File: config.mk
export PLATFORM = sky130hd
export DESIGN_NAME = emsb_top
export DESIGN_NICKNAME = d
export VERILOG_FILES = /design/src/common/emsb_pkg.sv /design/src/rtl/emsb_boot.sv /design/src/rtl/emsb_top.sv
export SDC_FILE = /design/constraint.sdc
export NUM_CORES = 1
export LEC_CHECK = 0
export BUFFER_PORTS_ARGS = -buffer_cell sky130_fd_sc_hd__buf_4
export CORE_MARGIN = 2
export CORE_UTILIZATION = 53
export DETAILED_ROUTE_END_ITERATION = 10
export GPL_TIMING_DRIVEN = 0
export PLACE_DENSITY = 0.83
export SYNTH_ARGS = -nofsm -noshare
export SYNTH_HDL_FRONTEND = slang
export SYNTH_HIERARCHICAL = 1
export SYNTH_SLANG_ARGS = --single-unit
File: constraint.sdc
create_clock -name REF_CLK -period 2.9 [get_ports REF_CLK]
set_input_delay 0.58 -clock REF_CLK [delete_from_list [all_inputs] [get_ports REF_CLK]]
set_output_delay 0.58 -clock REF_CLK [all_outputs]
set_load 0.005 [all_outputs]
File: src/common/emsb_pkg.sv
`default_nettype none
package emsb_pkg;
    localparam int ADDR_W_LARGE = 16;
    localparam int ADDR_W_SMALL = 11;
    localparam logic [15:0] VEC_LO_ADDR = 16'h0000;
    localparam logic [15:0] VEC_HI_ADDR = 16'h0001;
    localparam logic [7:0] LANE_IDLE = 8'h00;
    localparam logic [7:0] UPPER_IDLE = 8'h00;

    typedef enum logic [5:0] {
        ST_IDLE = 6'h01,
        ST_ADDR = 6'h02,
        ST_LATCH = 6'h04,
        ST_DATA = 6'h08,
        ST_DEND = 6'h10,
        ST_DONE = 6'h20
    } emsb_state_t;

    typedef enum logic [2:0] {
        BOOT_LO = 3'h1,
        BOOT_HI = 3'h2,
        BOOT_RUN = 3'h4
    } emsb_boot_t;

    typedef struct packed {
        logic [15:0] addr;
        logic [7:0] wdata;
        logic write;
        logic internal;
    } emsb_req_t;

    typedef struct packed {
        logic addr_strobe_n;
        logic data_strobe_n;
        logic rw;
        logic [7:0] upper_addr_lines;
        logic [7:0] lane_out;
        logic lane_oe;
    } emsb_pins_t;
endpackage
`default_nettype wire

File: src/rtl/emsb_boot.sv
`default_nettype none
// fetches the start vector through the strobe bus after reset
module emsb_boot
(
    input wire logic clk,
    input wire logic rstn,
    input wire logic cyc_done,
    input wire logic [7:0] cyc_rdata,
    output logic boot_req,
    output logic [15:0] boot_addr,
    output logic boot_busy,
    output logic [15:0] start_vec
);
    emsb_pkg::emsb_boot_t state;
    emsb_pkg::emsb_boot_t next_state;
    logic [15:0] next_vec;

    assign boot_busy = (state != emsb_pkg::BOOT_RUN);
    assign boot_req = boot_busy;
    assign boot_addr = (state == emsb_pkg::BOOT_LO) ? emsb_pkg::VEC_LO_ADDR
                                                    : emsb_pkg::VEC_HI_ADDR;

    always_comb
    begin
        next_state = state;
        next_vec = start_vec;
        case (state)
            emsb_pkg::BOOT_LO:
            begin
                if (cyc_done)
                begin
                    // high byte of vector at 00h
                    next_vec = {cyc_rdata, start_vec[7:0]};
                    next_state = emsb_pkg::BOOT_HI;
                end
            end
            emsb_pkg::BOOT_HI:
            begin
                if (cyc_done)
                begin
                    next_vec = {start_vec[15:8], cyc_rdata};
                    next_state = emsb_pkg::BOOT_RUN;
                end
            end
            emsb_pkg::BOOT_RUN:
            begin
                next_state = emsb_pkg::BOOT_RUN;
            end
            default:
            begin
                next_state = emsb_pkg::BOOT_LO;
            end
        endcase
    end

    always_ff @(posedge clk or negedge rstn)
    begin
        if (!rstn)
        begin
            state <= emsb_pkg::BOOT_LO;
            start_vec <= 16'h0000;
        end
        else
        begin
            state <= next_state;
            start_vec <= next_vec;
        end
    end
endmodule
`default_nettype wire

File: src/rtl/emsb_top.sv
`default_nettype none
// Function
// - The address strobe goes low for exactly one pulse at the start of every memory cycle.
// - Address and direction lines are valid by the address strobe rising edge; write data goes on the lane one cycle after it.
// - In a write the output data is on the lane by the data strobe falling edge.
// - A cycle to on-chip memory keeps the data strobe high throughout.
// - The read/write line is low only for external writes, high otherwise.
// - After reset release the start vector is fetched from 00h and 01h and execution starts there.
// - The external address width is a constant, 16 bits large package or 11 bits small.
// - Data moves over the eight shared lane lines timed by the data strobe, which also carry low address.
module emsb_top
#(
    parameter int ADDR_W = emsb_pkg::ADDR_W_LARGE
)
(
    input wire logic REF_CLK,
    input wire logic RSTN,
    input wire logic REQ_VALID,
    input wire logic [15:0] REQ_ADDR,
    input wire logic [7:0] REQ_WDATA,
    input wire logic REQ_WRITE,
    input wire logic REQ_INTERNAL,
    output logic REQ_READY,
    output logic DONE,
    output logic [7:0] RDATA,
    output logic BOOTED,
    output logic [15:0] START_VEC,
    output logic ADDR_STROBE_N,
    output logic DATA_STROBE_N,
    output logic RW,
    output logic [7:0] UPPER_ADDR_LINES,
    output logic [7:0] MUX_ADDR_DATA_LANE_OUT,
    output logic MUX_ADDR_DATA_LANE_OE,
    input wire logic [7:0] MUX_ADDR_DATA_LANE_IN
);
    emsb_pkg::emsb_state_t state;
    emsb_pkg::emsb_state_t next_state;
    emsb_pkg::emsb_req_t cur;
    emsb_pkg::emsb_req_t sel_req;
    emsb_pkg::emsb_pins_t pins;
    emsb_pkg::emsb_pins_t next_pins;
    logic boot_req;
    logic boot_busy;
    logic [15:0] boot_addr;
    logic [15:0] boot_vec;
    logic cyc_done;
    logic [7:0] rdata;
    logic start;
    logic [15:0] addr_mask;
    logic [7:0] upper_mask;

    // unused upper lines stay low on the small package
    assign addr_mask = 16'hFFFF >> (16 - ADDR_W);
    assign upper_mask = addr_mask[15:8];

    assign sel_req.addr = boot_busy ? boot_addr : REQ_ADDR;
    assign sel_req.wdata = boot_busy ? 8'h00 : REQ_WDATA;
    assign sel_req.write = boot_busy ? 1'b0 : REQ_WRITE;
    assign sel_req.internal = boot_busy ? 1'b0 : REQ_INTERNAL;
    assign start = (state == emsb_pkg::ST_IDLE) && (boot_busy ? boot_req : REQ_VALID);

    emsb_boot u_boot
    (
        .clk(REF_CLK),
        .rstn(RSTN),
        .cyc_done(cyc_done && boot_busy),
        .cyc_rdata(rdata),
        .boot_req(boot_req),
        .boot_addr(boot_addr),
        .boot_busy(boot_busy),
        .start_vec(boot_vec)
    );

    always_comb
    begin
        next_state = state;
        next_pins = pins;
        case (state)
            emsb_pkg::ST_IDLE:
            begin
                if (start)
                begin
                    // address phase: strobe low, address on the lane
                    next_pins.addr_strobe_n = 1'b0;
                    next_pins.upper_addr_lines = sel_req.addr[15:8] & upper_mask;
                    next_pins.lane_out = sel_req.addr[7:0];
                    next_pins.lane_oe = 1'b1;
                    next_pins.rw = !(sel_req.write && !sel_req.internal);
                    next_state = emsb_pkg::ST_ADDR;
                end
            end
            emsb_pkg::ST_ADDR:
            begin
                next_pins.addr_strobe_n = 1'b1;
                next_state = emsb_pkg::ST_LATCH;
            end
            emsb_pkg::ST_LATCH:
            begin
                // data phase: write data out or lane released
                next_pins.lane_out = cur.write ? cur.wdata : emsb_pkg::LANE_IDLE;
                next_pins.lane_oe = cur.write && !cur.internal;
                next_state = emsb_pkg::ST_DATA;
            end
            emsb_pkg::ST_DATA:
            begin
                next_pins.data_strobe_n = cur.internal;
                next_state = emsb_pkg::ST_DEND;
            end
            emsb_pkg::ST_DEND:
            begin
                next_pins.data_strobe_n = 1'b1;
                next_state = emsb_pkg::ST_DONE;
            end
            emsb_pkg::ST_DONE:
            begin
                next_pins.lane_oe = 1'b0;
                next_pins.lane_out = emsb_pkg::LANE_IDLE;
                next_pins.rw = 1'b1;
                next_state = emsb_pkg::ST_IDLE;
            end
            default:
            begin
                next_state = emsb_pkg::ST_IDLE;
            end
        endcase
    end

    assign cyc_done = (state == emsb_pkg::ST_DEND);

    always_ff @(posedge REF_CLK or negedge RSTN)
    begin
        if (!RSTN)
        begin
            state <= emsb_pkg::ST_IDLE;
            cur <= '0;
            pins <= '{addr_strobe_n: 1'b1, data_strobe_n: 1'b1, rw: 1'b1,
                      upper_addr_lines: emsb_pkg::UPPER_IDLE,
                      lane_out: emsb_pkg::LANE_IDLE, lane_oe: 1'b0};
        end
        else
        begin
            state <= next_state;
            pins <= next_pins;
            if (start)
            begin
                cur <= sel_req;
            end
        end
    end

    // lane sampled as the data strobe rises
    assign rdata = cur.internal ? 8'h00 : MUX_ADDR_DATA_LANE_IN;

    always_ff @(posedge REF_CLK or negedge RSTN)
    begin
        if (!RSTN)
        begin
            RDATA <= 8'h00;
            DONE <= 1'b0;
            REQ_READY <= 1'b0;
            BOOTED <= 1'b0;
            START_VEC <= 16'h0000;
        end
        else
        begin
            DONE <= cyc_done && !boot_busy;
            if (cyc_done && !cur.write)
            begin
                RDATA <= rdata;
            end
            REQ_READY <= !boot_busy && (next_state == emsb_pkg::ST_IDLE);
            BOOTED <= !boot_busy;
            START_VEC <= boot_vec;
        end
    end

    assign ADDR_STROBE_N = pins.addr_strobe_n;
    assign DATA_STROBE_N = pins.data_strobe_n;
    assign RW = pins.rw;
    assign UPPER_ADDR_LINES = pins.upper_addr_lines;
    assign MUX_ADDR_DATA_LANE_OUT = pins.lane_out;
    assign MUX_ADDR_DATA_LANE_OE = pins.lane_oe;
endmodule
`default_nettype wire

* Word-level counts from Yosys, hierarchy flattened *
Cells that the tools add are included.

word-level totals
  input port bits = 37
  flip-flop bits (word level) = 82
  output and inout port bits = 47
  logic and storage cells = 79

cells by class
  reduce and logical (&&, ||, !) cells = 23
  bitwise logic cells = 2
  equality and inequality tests = 14
  multiplexer cells = 22

operator list
  operator            count
  $mux 16             2
  $mux 8              4
  $pmux 16 s2         1
  $pmux 6 s5          1
  $pmux 9 s3          1
  $mux 18             1
  $eq 6x1->1 const B  2
  $reduce_and 2->1    5
  $pmux 3 s3          1
  $logic_and 1x1->1   7
  $eq 6x2->1 const B  1
  $eq 6x3->1 const B  1
  $eq 6x4->1 const B  1
  $eq 6x5->1 const B  1
  $eq 6x6->1 const B  1
  $mux 3              2
  $mux 6              1
  $pmux 1 s2          3
  $reduce_and 3->1    2
  $reduce_bool 2->1   3
  $logic_not 1->1     5
  $mux 1              5
  $ne 2x1->1 const B  2
  $eq 3x1->1 const B  1
  6 further kinds     7

* Logic depth before layout (Yosys ltp) *
Gate-level depths: netlist of the first run.

  word-level depth = 7
  gate-level depth with buffers = 9
  depth with buffers taken out = 7

* Modules after synthesis *
The synthesis of the first run kept the hierarchy.

by module, submodules not included
  module     sequential area each (um2)  area an instance (um2)  cells an instance  times used
  emsb_top   1581.5                      2617.5                  228                1
  emsb_boot  476.7                       885.8                   67                 1

* Least setup slack after synthesis of the first run *
No wires, ideal clock.

  path type = flip-flop to flip-flop
  start point = register u_boot.state[0]
  end point = register u_boot.start_vec[10]
  path slack = 0.582 ns
  setup time = 0.128 ns
  period minus slack after synthesis = 2.318 ns
  stages on the path, launching flop included = 10
  arrival time = 2.190 ns
  data required time = 2.772 ns
  buffers on the path = 3
  path through = dfstp_2 > inv_1 > nand2b_1 > buf_2 > inv_1 > buf_2 > nor2_1 > nor4bb_1 > buf_4 > mux2_1

on the way
  cells in the longest elaborated chain, start to end = 3
  elaborated cells between the ends (all ways) = 6
  those cells by class = eq/ne: 3; bitwise: 1; reduce/logical: 2

ends and longest elaborated chain
  item                        RTL line         text
  from (decl)                 emsb_boot.sv:14  emsb_pkg::emsb_boot_t state;
  from (signal assigned)      emsb_boot.sv:60  state <= emsb_pkg::BOOT_LO;
  from (signal assigned)      emsb_boot.sv:65  state <= next_state;
  $ne 3x3->1                  emsb_boot.sv:18  assign boot_busy = (state != emsb_pkg::BOOT_RUN);
  net boot_busy               emsb_top.sv:43   logic boot_busy;
  $logic_and 1x1->1           emsb_top.sv:66   .cyc_done(cyc_done && boot_busy),
  $reduce_and 3->1 (no line)  --
  to (signal assigned)        emsb_boot.sv:66  start_vec <= next_vec;
  to (decl)                   emsb_boot.sv:12  output logic [15:0] start_vec

The timed path passes the listed nets, and every way through them passes these cells.
A chain may end at the register's enable or synchronous reset.

* Worst setup path in the final report of the first run *
  start point = register u_boot.state[0]
  end point = register u_boot.start_vec[15]

Same word-level chain as after synthesis.

==> results.cfg, run 1 <==
[run_status]
status = completed

[setup_path]
worst-r2r-setup-slack_ns = 0.24
slowest_stage = dfstp_2
criticalPathCategory = reg2reg
startpoint_type = flip-flop
critPathTopFamily = buffers and inverters
path_depth = 9
endpoint_kind = flip-flop
cpMostUsedCell = inv_1
worstPathMaxFanout = 10
path_cells = inv_1 -> nand2b_1 -> clkbuf_4 -> inv_1 -> buf_2 -> nor2_1 -> nor4bb_1 -> buf_4 -> mux2_1
cpPeakStageDelay_ns = 0.59
cp.required_ns = 3.13
critPathBufInv = 5
ff2ff_path_depth = 9
arrival_ns = 2.89

[route]
drt_iter0_drc = 117
wl_per_cell_um = 14.9
drc_errors = 0
via_per_inst = 5.02
routed_wirelength_um = 7220
vias = 2427
wl_met3_um = 303
ant_nets = 0
first_pass_iters = 4
routed.top_layer = met4
routed-wl-met2_um = 3580
wl_met1_um = 3180

[clocking]
numCtsBuffers = 9
htreeDepth = 3
ctsResizeCount = 0
cts_tree = yes
worstSkewPairLatency_ns = 0.35
cts_hold_repair.buffers = 0
cts_buffer_depth = 2
cts.reportedPaths.clkPinSlew_ns = 0.08
clock-sinks = 82
cts_setup_buffers = 0
cts_root_buffer = clkbuf_8

[global_routing]
grt_max_degree = 83
grt_pass1_wl_um = 11800
grt.total_usage = 0.209
antenna_found_initial = 0
grt-ovfl-total = 0
grt_pass1_vias = 2468

[yosys]
yosysSeqAreaShare = 0.588
synthCells = 295
synth_edf_count = 0
netlist_area_um2 = 3500
ys_warn_count = 6
synth_flop_cell = dfrtp_1
async_flop_share = 1.00
avgSynthCellArea_um2 = 11.9
synth_cell_type_count = 41
synth-seq-cells = 82

[finish]
final.fill_count = 462
final_cell_area_um2 = 4470
area_growth_pct = 27.6
final_cell_mix = 101 x buf_4, 77 x dfrtp_1, 43 x nand2_1, 18 x mux2i_1, 16 x mux2_1
regArea_um2 = 2060
nets = 440
final_common_cell = buf_4
multi_input_area_um2 = 1250
drive_gt1_frac = 0.357
n_antenna_cell = 0

[timing]
rsz0062_at_grt = false
setup_viol = 0
min_period_ns = 2.66
fin_skew_ns = 0.0104
tns_ns = 0
fmax_ghz = 0.376
relSlewSlack = 0.338
finalHoldViolations = 0
slew_viol_final = 0
tightest_slew_ns = 0.993
fin_crit_sh = 0.917

[floorplanning]
die_x_um = 85.3
dieArea_um2 = 7280
die_y_um = 85.3
row_count = 29
core_um2 = 6390
start_util = 0.549
num_io_pins = 84

[placement]
hpwl_um = 4970
dpl_cell_area_um2 = 4280
gp_congestion = 0.812
port_buffers = 83

[power]
p_sw_w = 0.00107
seq_power_share = 0.455
cellLeakagePower_nw = 2.15
comb_power_share = 0.309
clkPwrFrac = 0.236
netSwitchingFraction = 0.308
ir_drop_mv = 0.523
p_int_w = 0.00241
p_per_area_nw_per_um2 = 778

[hold_path]
min_path_type = reg2reg
hold-path-cell-count = 0

[run]
maxCapViolations = 0
-- flip-flops by register name (all words and copies together), names as in the netlist, 3 cells and up --
name                    flops
u_boot/state                3
START_VEC                  16
UPPER_ADDR_LINES            8
u_boot/start_vec           16
RDATA                       8
MUX_ADDR_DATA_LANE_OUT      8
cur                        10
state                       6
-- power groups by stage --
stage                     clock (W)  sequential, W  combinational [W]
after floorplan                   0        0.00160           0.000592
after global placement            0        0.00159            0.00105
after detailed placement          0        0.00161            0.00108
after CTS                  0.000833        0.00158            0.00109
after global routing       0.000887        0.00162            0.00120
final                      0.000820        0.00158            0.00108
-- metal layers --
layer  up-vias  track usage
li1       1182            -
met1      1171        0.282
met2        61        0.329
met3        13       0.0447
met4         0       0.0924
met5         -            0
-- worst register-to-register path: cells and delay by family (launching register included) --
kind | cells | cell delay (ns)
multiplexers | 1 | 0.36
buffers and inverters | 5 | 0.92
AND/OR/NAND/NOR | 3 | 0.67
flip-flops | 1 | 0.59
-- final timing paths --
kind,from,end
worst max-delay path,u_boot/state[0],u_boot/start_vec[15]
worst min-delay path,u_boot/start_vec[10],START_VEC[10]
worst max register to register,u_boot/state[0],u_boot/start_vec[15]
worst min register to register,u_boot/start_vec[10],START_VEC[10]
max in group asynchronous,RSTN,u_boot/start_vec[8]
min in group asynchronous,RSTN,RDATA[5]
-- cells in the mapped netlist (3+ instances only) --
master / instances / share of area
a21oi_1: 6 / 0.0086
o21ai_1: 5 / 0.0071
inv_1: 13 / 0.014
nand2b_1: 3 / 0.0054
nand3_1: 10 / 0.014
and3_1: 3 / 0.0054
nand2_1: 43 / 0.046
buf_4: 18 / 0.039
o21ai_0: 6 / 0.0086
dfstp_2: 5 / 0.038
o221ai_1: 8 / 0.020
buf_2: 9 / 0.013
mux2_2: 9 / 0.029
mux2i_1: 18 / 0.051
mux2_1: 16 / 0.051
nand3b_1: 4 / 0.0086
dfrtp_1: 77 / 0.55
nor2b_1: 8 / 0.014
nor2_1: 9 / 0.0096
-- cells by family after synthesis --
family,Yosys count,share of synthesized area
other cells,1,0.00107
buf+inv,44,0.0718
simple gates,92,0.145
mux,43,0.132
xor+xnor,3,0.00750
compound gates,30,0.0550
flops,82,0.588
-- per-stage QoR --
step           total power (W)  utilization  std cells  worst slack [ns]  hold slack (ns)
2_1_floorplan          0.00219            -        309             0.582            0.284
3_3_place_gp           0.00264        0.669        469             0.282            0.351
3_5_place_dp           0.00269        0.669        469             0.217            0.355
4_1_cts                0.00351        0.700        483             0.159            0.375
5_1_grt                0.00370        0.700        483            0.0617            0.380
6_report               0.00348        0.700        483             0.240            0.374
-- area by class of cell --
type                       count  area share
multi-input combinational    183       0.279
timing repair buffer          83       0.139
tap                           77      0.0216
buffer                        30      0.0451
clock inverter                 2     0.00840
inverter                      14      0.0118
sequential                    82       0.460
clock buffer                  12      0.0347
Note: power is estimated with default switching activity, not from simulation.
==> run 2: changes to the inputs <==
clock period = 2.75 ns   (was 2.9 ns; I/O delays follow)
==> run 2 against run 1 <==
  * Core utilization increased by 0.059 points
  * Register-to-register slack got worse by 0.05 ns
  * Largest cell class unchanged
  * Final area hardly changed
  * Highest routed layer unchanged
  * Setup slack got worse by 0.045 ns
  * Clock skew shrank 0.00078 ns
  * Combinational power is 6% higher
==> results.cfg, run 2 (synthesis results as in run 1) <==
[global_routing]
grt_max_degree = 83
grt_pass1_wl_um = 11800
antenna_found_initial = 0
grt_pass1_vias = 2468
grt-ovfl-total = 0
grt.total_usage = 0.209

[floorplanning]
num_io_pins = 84
start_util = 0.549
core_um2 = 6390
dieArea_um2 = 7280
die_x_um = 85.3
row_count = 29
die_y_um = 85.3

[placement]
port_buffers = 83
dp_cells = 469
hpwl_um = 4970
gp_congestion = 0.812

[timing]
fmax_ghz = 0.391
tightest_slew_ns = 0.999
relSlewSlack = 0.334
min_period_ns = 2.56
tns_ns = 0
rsz0062_at_grt = false
fin_crit_sh = 0.929
setup_viol = 0
slew_viol_final = 0
fin_skew_ns = 0.00957
finalHoldViolations = 0

[hold_path]
min_path_type = in2async

[clocking]
cts_hold_repair.buffers = 0
htreeDepth = 3
cts_setup_buffers = 0
cts_tree = yes
clock-sinks = 82
worstSkewPairLatency_ns = 0.35
cts.reportedPaths.clkPinSlew_ns = 0.08
numCtsBuffers = 9
ctsResizeCount = 0
cts_root_buffer = clkbuf_8
cts_buffer_depth = 2

[setup_path]
worstPathMaxFanout = 10
cp.required_ns = 2.98
arrival_ns = 2.78
criticalPathCategory = reg2reg
endpoint_kind = flip-flop
startpoint_type = flip-flop

[power]
ir_drop_mv = 0.552
p_per_area_nw_per_um2 = 821
cellLeakagePower_nw = 2.15

[route]
vias = 2442
drt_iter0_drc = 105
via_per_inst = 5.06
routed_wirelength_um = 7250
first_pass_iters = 5
wl_per_cell_um = 15.0
drc_errors = 0
ant_nets = 0

[run]
maxCapViolations = 0

[finish]
nets = 440
final_common_cell = buf_4
n_antenna_cell = 0
area_growth_pct = 27.7
top_regs = START_VEC: 16 flops, u_boot/start_vec: 16 flops, cur: 10 flops
drive_gt1_frac = 0.362
final_cell_mix = 102 x buf_4, 76 x dfrtp_1, 43 x nand2_1, 18 x mux2i_1, 16 x mux2_1
finalNonFillerCells = 483

[run_status]
status = completed
## run 2: worst paths after layout
path	start	to	slack [ns]	depth (start not counted)
hold / removal	RSTN	RDATA[5]	0.37	1
setup reg to reg	u_boot/state[0]	u_boot/start_vec[15]	0.19	9
hold reg to reg	u_boot/start_vec[12]	START_VEC[12]	0.37	0
setup / recovery	u_boot/state[0]	u_boot/start_vec[15]	0.19	9
max in group asynchronous	RSTN	u_boot/state[1]	1.67	1
min in group REF_CLK	u_boot/start_vec[12]	START_VEC[12]	0.37	0
## run 2: area by class of cell
class | instances | area [um2]
buffer | 30 | 201
clock buffer | 12 | 155
clock inverter | 2 | 37.5
fill | 460 | 1910
inverter | 14 | 52.6
multi-input combinational | 183 | 1250
sequential | 82 | 2060
tap | 77 | 96.3
timing repair buffer | 83 | 623
## run 2: power by group
group	leakage, nW	switching (W)	internal, W
sequential	0.975	0.000156	0.00151
clock	0.0946	0.000405	0.000460
combinational	1.08	0.000573	0.000562
## run 2: stage by stage
stage                     setup slack (ns)  total power, W  area [um2]  utilization  hold slack (ns)
after floorplan                      0.432         0.00231        3560            -            0.254
after global placement               0.132         0.00278        4280        0.669            0.351
after detailed placement            0.0669         0.00283        4280        0.669            0.355
after CTS                          0.00911         0.00370        4470        0.700            0.375
after global routing                0.0345         0.00390        4470        0.701            0.380
final                                0.195         0.00367        4470        0.701            0.369
## run 2: routing by layer
layer  wire [um]  share of wire  global-route usage
met4         182          0.025              0.0924
met1        3230           0.45               0.282
met5           0              0                   0
met2        3550           0.49               0.329
met3         282          0.039              0.0447
## run 2: critical path, cell delays in order, from the launching register on
cell      delay, ns
dfstp_2        0.59
inv_1          0.08
nand2b_1       0.12
buf_4          0.23
inv_1          0.13
buf_2          0.21
nor2_2         0.20
nor4bb_1       0.29
buf_4          0.23
mux2_1         0.36
==> run 3: changes to the inputs <==
ABC_AREA = 1   (was not set)
CORE_UTILIZATION = 54   (was 53)
PLACE_DENSITY = 0.87   (was 0.83)
==> run 3 against run 2 <==
  * Core utilization down 0.57 points
  * Final cell count increased by 33%
  * Clock-buffer cell count fell by 1
  * Non-clock buffer count increased by 1
  * Critical path type unchanged
==> results.cfg, run 3 <==
[run_status]
status = completed

[power]
seq_power_share = 0.465
ir_drop_mv = 0.472
p_sw_w = 0.00118
cellLeakagePower_nw = 2.68
comb_power_share = 0.304
p_per_area_nw_per_um2 = 758
netSwitchingFraction = 0.334
clkPwrFrac = 0.231
p_int_w = 0.00236

[floorplanning]
row_count = 30
start_util = 0.552
core_um2 = 6720
num_io_pins = 84
die_y_um = 86.8
dieArea_um2 = 7540
die_x_um = 86.8

[finish]
final.fill_count = 538
multi_input_area_um2 = 1320
final_common_cell = nand2_1
regArea_um2 = 2060
top_regs = START_VEC: 16 flops, u_boot/start_vec: 16 flops, cur: 10 flops
drive_gt1_frac = 0.270
final_util = 0.695
final_cell_mix = 197 x nand2_1, 99 x buf_4, 77 x dfrtp_1, 40 x inv_1, 24 x nor2_1
n_antenna_cell = 0
nets = 595
area_growth_pct = 26.0

[global_routing]
top_usage_layer = met2
grt_use_met2 = 0.366
grtUsageMet3 = 0.0333
grt_pass1_wl_um = 13600
grtUsageMet1 = 0.316
grt.total_usage = 0.230
grt-ovfl-total = 0
antenna_found_initial = 0
grt_max_degree = 83
grt_pass1_vias = 3042

[hold_path]
min_path_type = in2async

[setup_path]
worst-r2r-setup-slack_ns = 0.39
cp.required_ns = 2.99
endpoint_kind = flip-flop
startpoint_type = flip-flop
criticalPathCategory = reg2reg
arrival_ns = 2.60
worstPathMaxFanout = 10

[yosys]
yosysSeqAreaShare = 0.555
avgSynthCellArea_um2 = 8.24
synth_edf_count = 0
synth_flop_cell = dfrtp_1
synth.most_common_cell = nand2_1
netlist_top_cells_area = dfrtp_1 52%, nand2_1 20%, inv_1 4.1%
synth_top_area_share = 0.520
synthCells = 450
yosysTopAreaCell = dfrtp_1
async_flop_share = 1.00
ys_warn_count = 6
netlist_area_um2 = 3710
synth-seq-cells = 82
synthTopCellsByCount = 197 x nand2_1, 77 x dfrtp_1, 40 x inv_1
synth_cell_type_count = 25

[route]
wl_per_cell_um = 12.6
drt_iter0_drc = 173
routed_wirelength_um = 8120
drc_errors = 0
vias = 3115
via_per_inst = 4.84
first_pass_iters = 4
ant_nets = 0

[timing]
tightest_slew_ns = 1.00
tns_ns = 0
fin_ws_ns = 0.387
fmax_ghz = 0.423
slew_viol_final = 0
fin_crit_sh = 0.859
rsz0062_at_grt = false
relSlewSlack = 0.330
min_period_ns = 2.36
fin_skew_ns = 0.0110
finalHoldViolations = 0
setup_viol = 0

[clocking]
cts_hold_repair.buffers = 0
htreeDepth = 3
cts_setup_buffers = 0
cts_tree = yes
ctsResizeCount = 0
cts.reportedPaths.clkPinSlew_ns = 0.08
numCtsBuffers = 9
cts_buffer_depth = 2
clock-sinks = 82
cts_root_buffer = clkbuf_8
worstSkewPairLatency_ns = 0.34

[placement]
gp_congestion = 0.919
port_buffers = 83
dp_slack_ns = 0.445
hpwl_um = 5880

[run]
maxCapViolations = 0
==> run 3: cell types whose count changed after synthesis, sizes merged, moves of 6 or more <==
| cell | change |
|---|---|
| a21oi | -6 |
| inv | +31 |
| mux2 | -25 |
| mux2i | -18 |
| nand2 | +156 |
| nand3 | +15 |
| nand4 | +12 |
| nor2 | +22 |
| nor2b | -8 |
| o21ai | +7 |
| o221ai | -8 |
==> run 3: cells by family after synthesis <==
kind of cell / after synthesis / synth area share
compound gates: 20 / 0.0284
other cells: 1 / 0.00101
flops: 82 / 0.555
buf+inv: 77 / 0.103
simple gates: 270 / 0.312
==> run 3: routing by layer <==
metal | wire length (um) | share of wire
met4 | 144 | 0.018
met1 | 3800 | 0.47
met3 | 314 | 0.039
met2 | 3860 | 0.48
met5 | 0 | 0
==> run 3: stage by stage <==
stage	area [um2]	total power (W)	hold slack [ns]	instances
floorplan	3760	0.00225	0.254	464
finish	4670	0.00354	0.362	643
global placement	4480	0.00270	0.359	627
global route	4670	0.00378	0.393	643
detailed placement	4480	0.00274	0.366	627
CTS	4670	0.00355	0.385	643
==> run 3: layout make-up <==
type	count	area share
clock inverter	5	0.00777
tap	80	0.0214
inverter	46	0.0370
buffer	31	0.0450
timing repair buffer	83	0.133
clock buffer	11	0.0324
sequential	82	0.441
multi-input combinational	305	0.282
==> run 3: worst paths after layout <==
kind                       depth (start not counted)                  from              end
setup / recovery                                  11       u_boot/state[1]  u_boot/state[2]
hold / removal                                     1                  RSTN    START_VEC[12]
setup reg to reg                                  11       u_boot/state[1]  u_boot/state[2]
hold reg to reg                                    0  u_boot/start_vec[14]    START_VEC[14]
max in group asynchronous                          1                  RSTN         RDATA[7]
min in group REF_CLK                               0  u_boot/start_vec[14]    START_VEC[14]
==> run 3: power by group through the flow <==
stage	sequential [W]	clock [W]	combinational [W]
after floorplan	0.00164	0	0.000602
after global placement	0.00165	0	0.00105
after detailed placement	0.00166	0	0.00108
after CTS	0.00164	0.000826	0.00109
after global routing	0.00167	0.000880	0.00123
final	0.00164	0.000818	0.00108
==> run 3: worst max-delay path, stage by stage, from the launching register on <==
cell and delay [ns]:
dfrtp_1 0.43, inv_2 0.13, nand2_1 0.07, nor2_1 0.15, clkinv_1 0.19, inv_2 0.18
clkbuf_1 0.40, nor2_1 0.19, inv_1 0.24, nand4_1 0.15, nand2_1 0.09, nor2_1 0.04
